<file path="config.mk">
export PLATFORM = sky130hd
export DESIGN_NAME = fsa_status
export DESIGN_NICKNAME = d
export VERILOG_FILES = /design/src/design/fsa_pkg.sv /design/src/design/fsa_sticky_bit.sv /design/src/design/fsa_status.sv
export SDC_FILE = /design/constraint.sdc
export NUM_CORES = 1
export LEC_CHECK = 0
export CORE_AREA = 5 5 64 52
export DETAILED_ROUTE_END_ITERATION = 7
export DIE_AREA = 0 0 69 57
export DONT_BUFFER_PORTS = 1
export PLACE_DENSITY = 0.55
export SYNTH_ARGS = -nofsm -noshare
export SYNTH_HDL_FRONTEND = slang
export SYNTH_SLANG_ARGS = --single-unit
</file>
<file path="constraint.sdc">
create_clock -name clock_in -period 1.2 [get_ports clock_in]
set_input_delay 0.06 -clock clock_in [delete_from_list [all_inputs] [get_ports clock_in]]
set_output_delay 0.06 -clock clock_in [all_outputs]
set_load 0.01 [all_outputs]
</file>
<file path="src/design/fsa_pkg.sv">
// Purpose: Shared constants and carriers for the fault status block.
// Assumes: Eight-bit register read port, one clock.
// Notes:   Offsets and reset values of both status registers.
package fsa_pkg;

    localparam logic [7:0] ADDR_STATUS_SECOND = 8'h42;
    localparam logic [7:0] ADDR_STATUS_THIRD  = 8'h43;
    localparam logic [7:0] RESET_STATUS       = 8'h00;

    // Field positions in the second status register.
    localparam int POS_RAIL_12V  = 0;
    localparam int POS_SUMMARY_S = 1;
    localparam int POS_FAN_ONE   = 2;
    localparam int POS_FAN_FOUR  = 5;
    localparam int POS_DIODE_ONE = 6;
    localparam int POS_DIODE_TWO = 7;

    // Field positions in the third status register.
    localparam int POS_CPU_LIMIT = 0;
    localparam int POS_CPU_DATA  = 1;
    localparam int POS_LINK_ERR  = 2;
    localparam int POS_OVERTEMP  = 3;
    localparam int POS_SUMMARY_T = 7;

    // Raw conditions sampled from the monitoring engines.
    typedef struct packed {
        logic       rail_12v_out_of_limit;
        logic [3:0] fan_below_min;
        logic [2:0] fan_drive_on;
        logic       fourth_tach_input;
        logic       timer_exceeded;
        logic       diode_one_fault;
        logic       diode_two_fault;
        logic       cpu_client_limit;
        logic       cpu_data_error;
        logic       link_error_a;
        logic       overtemp_active;
        logic       fourth_reg_any;
    } fsa_cause_type;

endpackage : fsa_pkg

</file>
<file path="src/design/fsa_sticky_bit.sv">
// Purpose: One latched status bit with a conditional clear on read.
// Assumes: Cause and read strobe are on the same clock.
// Notes:   A set in the clearing cycle wins.
`timescale 1ns/1ps
`default_nettype none
module fsa_sticky_bit (
    input  wire logic clock_in,
    input  wire logic srst_in,
    input  wire logic set_in,
    input  wire logic hold_in,
    input  wire logic read_in,
    output logic      flag_out
);
    logic flag_d;

    // Clear only when read and the cause has gone.
    assign flag_d = set_in | (flag_out & ~(read_in & ~hold_in));

    always_ff @(posedge clock_in) begin
        if (srst_in) begin
            flag_out <= 1'b0;
        end else begin
            flag_out <= flag_d;
        end
    end
endmodule : fsa_sticky_bit
`default_nettype wire

</file>
<file path="src/design/fsa_status.sv">
// Purpose: Second and third event status registers with chain summaries.
// Assumes: Limit comparison, fan measurement and link engines are outside.
// Notes:   Register reads are a one-cycle strobe with an address.
`timescale 1ns/1ps
`default_nettype none
// Functional notes
// - 12 V bit sticky, read clears once gone.
// - Second bit 1 ORs third register bits.
// - Third bit 7 ORs fourth register bits.
// - Fans one-three fail, suppressed while drive off.
// - Tach mode: fan four, suppressed by drive three.
// - Timer mode: set when time exceeds limit.
// - Bit 6 flags diode one fault.
// - Bit 7 flags diode two fault.
// - CPU limit bit sticky, read clears once gone.
// - Bit 1 flags invalid processor thermal data.
// - Bit 2 flags thermal link communication error.
// - Overtemp clears on read below hysteresis point.
// - Both registers reset 0x00, read-only.
// - High above limit, low at or below.
module fsa_status (
    input  wire logic                  clock_in,
    input  wire logic                  srst_in,
    input  wire fsa_pkg::fsa_cause_type cause_in,
    input  wire logic                  read_strobe_in,
    input  wire logic [7:0]            read_addr_in,
    input  wire logic                  write_strobe_in,
    input  wire logic [7:0]            write_addr_in,
    input  wire logic [7:0]            write_data_in,
    output logic [7:0]                 read_data_out,
    output logic [7:0]                 status_second_out,
    output logic [7:0]                 status_third_out
);
    ////////////////////////////////////////////////////////////////////////
    // Address decoding, shared by the read and write sides.
    function automatic logic [1:0] fsa_select(input logic [7:0] addr);
        logic [1:0] sel;
        sel = 2'b00;
        if (addr == fsa_pkg::ADDR_STATUS_SECOND) begin
            sel = 2'b01;
        end else if (addr == fsa_pkg::ADDR_STATUS_THIRD) begin
            sel = 2'b10;
        end
        return sel;
    endfunction : fsa_select

    wire logic [1:0] read_select;
    wire logic [1:0] write_select;
    wire logic       read_second;
    wire logic       read_third;
    wire logic       write_ignored;

    assign read_select  = fsa_select(read_addr_in);
    assign write_select = fsa_select(write_addr_in);
    assign read_second  = read_strobe_in & read_select[0];
    assign read_third   = read_strobe_in & read_select[1];

    // A host write to either register changes nothing: every bit is
    // owned by hardware.
    assign write_ignored = write_strobe_in & (|write_select)
        & (|write_data_in);

    ////////////////////////////////////////////////////////////////////////
    // Fan drive enables; fan four shares drive three.
    wire logic fan_drive_one;
    wire logic fan_drive_two;
    wire logic fan_drive_three;

    assign fan_drive_one   = cause_in.fan_drive_on[0];
    assign fan_drive_two   = cause_in.fan_drive_on[1];
    assign fan_drive_three = cause_in.fan_drive_on[2];

    ////////////////////////////////////////////////////////////////////////
    // Events; readings arrive already compared against their limits.
    wire logic rail_event;
    wire logic fan_one_event;
    wire logic fan_two_event;
    wire logic fan_three_event;
    wire logic fan_four_event;
    wire logic shared_event;
    wire logic diode_one_event;
    wire logic diode_two_event;
    wire logic cpu_limit_event;
    wire logic cpu_data_event;
    wire logic link_event;
    wire logic overtemp_event;

    assign rail_event = cause_in.rail_12v_out_of_limit;

    // A slow fan is not flagged while its drive is off.
    assign fan_one_event = cause_in.fan_below_min[0]
        & fan_drive_one;
    assign fan_two_event = cause_in.fan_below_min[1]
        & fan_drive_two;
    assign fan_three_event = cause_in.fan_below_min[2]
        & fan_drive_three;
    assign fan_four_event = cause_in.fan_below_min[3]
        & fan_drive_three;

    // The shared pin picks fan four or the thermal timer for bit 5.
    assign shared_event = cause_in.fourth_tach_input
        ? fan_four_event : cause_in.timer_exceeded;

    assign diode_one_event = cause_in.diode_one_fault;
    assign diode_two_event = cause_in.diode_two_fault;
    assign cpu_limit_event = cause_in.cpu_client_limit;
    assign cpu_data_event  = cause_in.cpu_data_error;
    assign link_event      = cause_in.link_error_a;
    assign overtemp_event  = cause_in.overtemp_active;

    ////////////////////////////////////////////////////////////////////////
    // Sticky bits. The cause level is also the hold term, so a read
    // cannot clear a bit whose cause still stands.
    wire logic [7:0] s_set;
    wire logic [7:0] s_hold;
    wire logic [3:0] t_set;
    wire logic [3:0] t_hold;
    wire logic [7:0] second_bits;
    wire logic [3:0] third_bits;

    assign s_set = {diode_two_event,
                    diode_one_event,
                    shared_event,
                    fan_three_event,
                    fan_two_event,
                    fan_one_event,
                    1'b0,
                    rail_event};
    assign t_set = {overtemp_event,
                    link_event,
                    cpu_data_event,
                    cpu_limit_event};
    assign s_hold = s_set;
    assign t_hold = t_set;

    genvar gi;
    generate
        for (gi = 0; gi < 8; gi++) begin : g_second
            if (gi == fsa_pkg::POS_SUMMARY_S) begin : g_sum
                assign second_bits[gi] = 1'b0;
            end else begin : g_bit
                fsa_sticky_bit u_bit (
                    .clock_in (clock_in),
                    .srst_in  (srst_in),
                    .set_in   (s_set[gi]),
                    .hold_in  (s_hold[gi]),
                    .read_in  (read_second),
                    .flag_out (second_bits[gi])
                );
            end
        end
        for (gi = 0; gi < 4; gi++) begin : g_third
            fsa_sticky_bit u_bit (
                .clock_in (clock_in),
                .srst_in  (srst_in),
                .set_in   (t_set[gi]),
                .hold_in  (t_hold[gi]),
                .read_in  (read_third),
                .flag_out (third_bits[gi])
            );
        end
    endgenerate

    ////////////////////////////////////////////////////////////////////////
    // Named fields of both registers.
    wire logic rail_12v_flag;
    wire logic chain_summary_flag;
    wire logic fan_one_fail;
    wire logic fan_two_fail;
    wire logic fan_three_fail;
    wire logic fan_four_or_timer_flag;
    wire logic diode_one_fault;
    wire logic diode_two_fault;
    wire logic cpu_client_limit_flag;
    wire logic cpu_data_flag;
    wire logic link_error_a;
    wire logic overtemp_flag;
    wire logic chain_summary_flag_upper;

    assign rail_12v_flag          = second_bits[fsa_pkg::POS_RAIL_12V];
    assign fan_one_fail           = second_bits[fsa_pkg::POS_FAN_ONE];
    assign fan_two_fail           = second_bits[fsa_pkg::POS_FAN_ONE + 1];
    assign fan_three_fail         = second_bits[fsa_pkg::POS_FAN_ONE + 2];
    assign fan_four_or_timer_flag = second_bits[fsa_pkg::POS_FAN_FOUR];
    assign diode_one_fault        = second_bits[fsa_pkg::POS_DIODE_ONE];
    assign diode_two_fault        = second_bits[fsa_pkg::POS_DIODE_TWO];
    assign cpu_client_limit_flag  = third_bits[fsa_pkg::POS_CPU_LIMIT];
    assign cpu_data_flag          = third_bits[fsa_pkg::POS_CPU_DATA];
    assign link_error_a           = third_bits[fsa_pkg::POS_LINK_ERR];
    assign overtemp_flag          = third_bits[fsa_pkg::POS_OVERTEMP];

    // Bit 7 of the third register is the fourth register's summary, and
    // bit 1 of the second register covers every bit of the third.
    assign chain_summary_flag_upper = cause_in.fourth_reg_any;
    assign chain_summary_flag = (|third_bits)
        | chain_summary_flag_upper;

    ////////////////////////////////////////////////////////////////////////
    // Register views and the read mux; reserved bits read as zero.
    wire logic [7:0] second_view;
    wire logic [7:0] third_view;
    wire logic [7:0] read_data_d;

    assign third_view = {chain_summary_flag_upper,
                         3'h0,
                         overtemp_flag,
                         link_error_a,
                         cpu_data_flag,
                         cpu_client_limit_flag};
    assign second_view = {diode_two_fault,
                          diode_one_fault,
                          fan_four_or_timer_flag,
                          fan_three_fail,
                          fan_two_fail,
                          fan_one_fail,
                          chain_summary_flag,
                          rail_12v_flag};

    // Unmapped addresses read as zero.
    assign read_data_d = read_select[0] ? second_view
        : (read_select[1] ? third_view : 8'h00);

    ////////////////////////////////////////////////////////////////////////
    // Output registers; every output leaves from a flip-flop.
    always_ff @(posedge clock_in) begin
        if (srst_in) begin
            read_data_out <= fsa_pkg::RESET_STATUS;
        end else begin
            read_data_out <= read_data_d;
        end
    end

    always_ff @(posedge clock_in) begin
        if (srst_in) begin
            status_second_out <= fsa_pkg::RESET_STATUS;
            status_third_out  <= fsa_pkg::RESET_STATUS;
        end else begin
            status_second_out <= second_view;
            status_third_out  <= third_view;
        end
    end
endmodule : fsa_status
`default_nettype wire

</file>
-- Yosys cells after proc, flatten, opt, wreduce, memory -nomap -nowiden
Cells that the tools add are included.
- memory bits (read-only): 0
- bits of input ports: 45
- memories kept: 0
- register bits after elaboration: 35
- logic and storage cells: 85
- latch bits: 0
- RAM bits: 0
- reductions and logical operators: 1
- $add $sub $neg: 0
- bitwise logic cells: 62
- multipliers: 0
- muxes and demuxes: 5
- div/mod/pow operators: 0
- eq/ne operators: 2
- $lt $le $gt $ge: 0
- shift-type cells: 0
- operators by type and width (cell ; count):
    1-bit bitwise AND ; 28
    1-bit inverter ; 22
    8-bit by 7-bit equality test with 1-bit output (second input constant) ; 2
    8-bit 2-to-1 mux ; 2
    1-bit OR ; 12
    2-bit 2-to-1 mux ; 2
    4-bit OR reduction ; 1
    1-bit 2-to-1 mux ; 1

-- Longest topological paths before layout
- depth after elaboration: 8
- mapped depth: 4
- depth with buffers taken out: 4

-- By module
A second synthesis with hierarchy kept.
- cell total of the unflattened synthesis: 114
- area total of the unflattened synthesis: 1255.0 um2
- modules (own cells, without submodules) (module ; times used ; area each (um2) ; cells each):
    fsa_status ; 1 ; 745.7 ; 70
    fsa_sticky_bit ; 11 ; 46.3 ; 4

-- Least setup slack after synthesis
OpenSTA, ideal clock, no wires.
- path type: input-to-reg
- start point: in read_addr_in[4]
- end point: reg g_second[2].g_bit.u_bit.flag_out
- stages on the path: 4
- arrival time: 0.848 ns
- setup time: 0.122 ns
- data required time: 1.078 ns
- setup slack: 0.229 ns
- path buffers: 1
- cell sequence: nor4b_4 and4b_1 buf_2 o22ai_1
- word-level cells in the longest chain between the ends: 7
- RTL lines (item ; RTL line ; text):
    start: declaration ; fsa_status.sv:26 ; input wire logic [7:0] read_addr_in,
    8-bit by 7-bit equality test with 1-bit output ; fsa_status.sv:39 ; if (addr == fsa_pkg::ADDR_STATUS_SECOND) begin
    2-bit 2-to-1 mux ; fsa_status.sv:39 ;
    1-bit bitwise AND ; fsa_status.sv:55 ; assign read_second = read_strobe_in & read_select[0];
    1-bit bitwise AND ; fsa_sticky_bit.sv:17 ; assign flag_d = set_in | (flag_out & ~(read_in & ~hold_in));
    1-bit inverter ; fsa_sticky_bit.sv:17 ;
    1-bit bitwise AND ; fsa_sticky_bit.sv:17 ;
    1-bit OR ; fsa_sticky_bit.sv:17 ;
    end signal: assignment ; fsa_sticky_bit.sv:23 ; flag_out <= flag_d;
    end: declaration ; fsa_sticky_bit.sv:12 ; output logic flag_out
No other way between the ends.
A chain may end at the register's enable or synchronous reset.

-- Worst setup path after layout
- start point: reg g_third[1].u_bit.flag_out
- end point: reg status_third_out[1]
- RTL lines (item ; RTL line ; text):
    start: declaration ; fsa_sticky_bit.sv:12 ;
    start signal: assignment ; fsa_sticky_bit.sv:23 ;
    end signal: assignment ; fsa_status.sv:236 ; status_third_out <= fsa_pkg::RESET_STATUS;
    end signal: assignment ; fsa_status.sv:239 ; status_third_out <= third_view;
    end: declaration ; fsa_status.sv:32 ; output logic [7:0] status_third_out
No word-level cell between the ends.

==> impl_metrics.ini <==
[drt]
via_per_inst = 5.05
drt_first_pass_iters = 4
drc_errors = 0
drt_wl_total_um = 2180
detail-route-antenna-nets = 0
drt-initial-drc-count = 21
vias = 782
wl_per_cell_um = 14.0

[final_layout]
areaGrowthSynthToFinish_pct = 16.6
insertedDiodeCount = 0
final_nets = 161
drive_gt1_share_pct = 10.3

[sta]
finalClockSkew_ns = 0.00329
setup_slack_ns = 0.0888
whs_ns = -0.207
finalHoldViolCount = 26
min_period_over_period_pct = 92.6
setup_viol_count_final = 0
slew_headroom_pct = 65.7
grt_setup_unrepaired = no
slew_viol_final = 0
tightest_slew_ns = 0.513
fmax_mhz = 900
fin_setup_tns_ns = 0
period_needed_ns = 1.11

[placement]
dp_hpwl_um = 1560
port_buffers = 0
post-place-ws_ns = 0.143
gp_congestion = 0.795

[clocking]
cts_max_level = 2
cts-root-buf = clkbuf_4
insertion_delay_ns = 0.32
cts_tree = done
clk_path_buf_depth = 2
post_cts_buffers = 0
path_clk_slew_ns = 0.10
cts_resized = 0
clkSinkCount = 32
numCtsBuffers = 5

[floorplanning]
dieHeight_um = 57
io_pins = 69
dieArea_um2 = 3930
row_count = 17
core_area_um2 = 2720
die_w_um = 69
start_util_pct = 40.9

[power]
cellLeakagePower_nw = 0.558
powerDensity_nw_per_um2 = 1670
vdd_drop_max_mv = 0.573

[status]
outcome = finished, violations left
failed_checks = hold timing

[grt]
antenna_found_initial = 0
grt_pass1_wl_um = 3510
track_usage_pct = 11.9
grt_pass1_vias = 752
grt_max_degree = 25
overflow = 0

[critical_path]
critPathKind = register to register
cp_slowest_cell = dlygate4sd3_1
cp_top_family = buffers and inverters
cp.required_ns = 1.42
crit_arrival_ns = 1.33
critPathMaxStageDelay_ns = 0.54
start_kind = register
end_kind = register
crit_path_max_fanout = 4
worstPathCellList = nor2b_1, dlygate4sd3_1
critPathBufInv = 1

[synth]
netlist_instances = 106
yosysTopAreaCellShare_pct = 57.6
yosysSeqAreaShare_pct = 57.6
ys_ff_latch = 32
yosys.area.top_type = dfxtp_1
netlist_area_um2 = 1110
synth.distinct_cells = 22
yosys_warnings = 0
syn_avg_cell_area_um2 = 10.5
netlist_top_cells_area = dfxtp_1 (58%), nor2b_1 (6.2%), nor2_1 (4.0%), a311oi_1 (3.9%), mux2i_1 (3.6%)

[hold_path]
hold_path_class = input port to register

[run]
maxCapViolations = 0
## path summary, 6_finish.rpt
path	from	depth (start not counted)	endpoint	slack (ns)
hold / removal	srst_in	1	g_second[5].g_bit.u_bit.flag_out$_SDFF_PP0_	-0.21
setup / recovery	g_third[1].u_bit.flag_out$_SDFF_PP0_	2	status_third_out[1]$_SDFF_PP0_	0.09
hold reg to reg	g_second[6].g_bit.u_bit.flag_out$_SDFF_PP0_	1	status_second_out[6]$_SDFF_PP0_	0.48
setup reg to reg	g_third[1].u_bit.flag_out$_SDFF_PP0_	2	status_third_out[1]$_SDFF_PP0_	0.09
## routing by layer
layer | routed length, um | vias to the layer above | GRT usage (%)
met4 | 21 | 0 | 6.13
li1 | - | 378 | -
met2 | 1090 | 38 | 18.3
met1 | 845 | 364 | 12.5
met3 | 223 | 2 | 7.92
met5 | 0 | - | 0
## Yosys cell counts
master,number
buf_4,3
mux2i_1,4
o22ai_1,3
dfxtp_1,32
nor3b_1,3
buf_2,2
nor3_1,2
a311oi_1,5
inv_1,6
a31oi_1,1
a211oi_1,4
nand2b_1,3
conb_1,1
clkbuf_1,2
and4b_1,1
and3b_1,4
nand2_1,4
nor2_1,12
nor2b_1,11
nor4b_4,1
nor3b_2,1
a21oi_1,1
## timing repair
item	CTS	global route
setup endpoints to repair	0	2
hold endpoints to repair	32	28
hold buffers	6	1
## where the power goes
group	leakage (nW)	total (W)	switching (W)	internal [W]
registers	0.264	0.00115	0.0000356	0.00111
clock network	0.0515	0.000906	0.000353	0.000553
logic	0.243	0.000117	0.0000492	0.0000674
total	0.558	0.00217	0.000438	0.00173
## cell type report
cell class	count	area, um2
sequential	32	641
timing repair buffer	8	75.1
inverter	6	22.5
clock inverter	1	30.0
clock buffer	7	65.1
multi-input combinational	63	417
tap	38	47.5
fill	276	1430
## state kept, by name, summed over array words and instances, names as in the netlist
signal / cells
status_third_out: 5
g_second.g_bit.u_bit.flag_out: 7
read_data_out: 8
g_third.u_bit.flag_out: 4
status_second_out: 8
## worst reg2reg max path, cell delays in order (launching register included)
cell and delay [ns]:
dfxtp_1 0.34, nor2b_1 0.13, dlygate4sd3_1 0.54
## through the flow
stage	std cells	area, um2	hold WS (ns)	util, %	total power [W]
after CTS	155	1300	-0.221	47.7	0.00220
final	155	1300	-0.207	47.7	0.00217
after detailed placement	141	1140	0.138	42.0	0.00127
after global placement	141	1140	0.136	42.0	0.00127
after floorplan	108	1120	0.139	-	0.00127
after global routing	155	1300	-0.248	47.7	0.00229
## cell families after synthesis
family          share of synthesized area [%]
simple gates                             23.5
flops                                    57.6
compound gates                           9.34
buf+inv                                  5.62
mux                                      3.60
other cells                             0.337
## cell usage in the layout, fill, tap and decap left out
master,n
dlygate4sd3_1,6
bufinv_16,1
nor2_1,12
a21oi_1,1
a311oi_1,5
and4b_1,1
inv_1,6
nor3b_1,3
nor3_1,2
nand2b_1,3
buf_4,2
conb_1,3
nand2_1,4
a211oi_1,4
clkbuf_8,2
and3b_1,4
nor4b_4,1
clkbuf_4,5
a31oi_1,1
nor2b_1,11
o22ai_1,3
mux2i_1,4
dfxtp_1,32
nor3b_2,1
(Power assumes the default switching activity.)
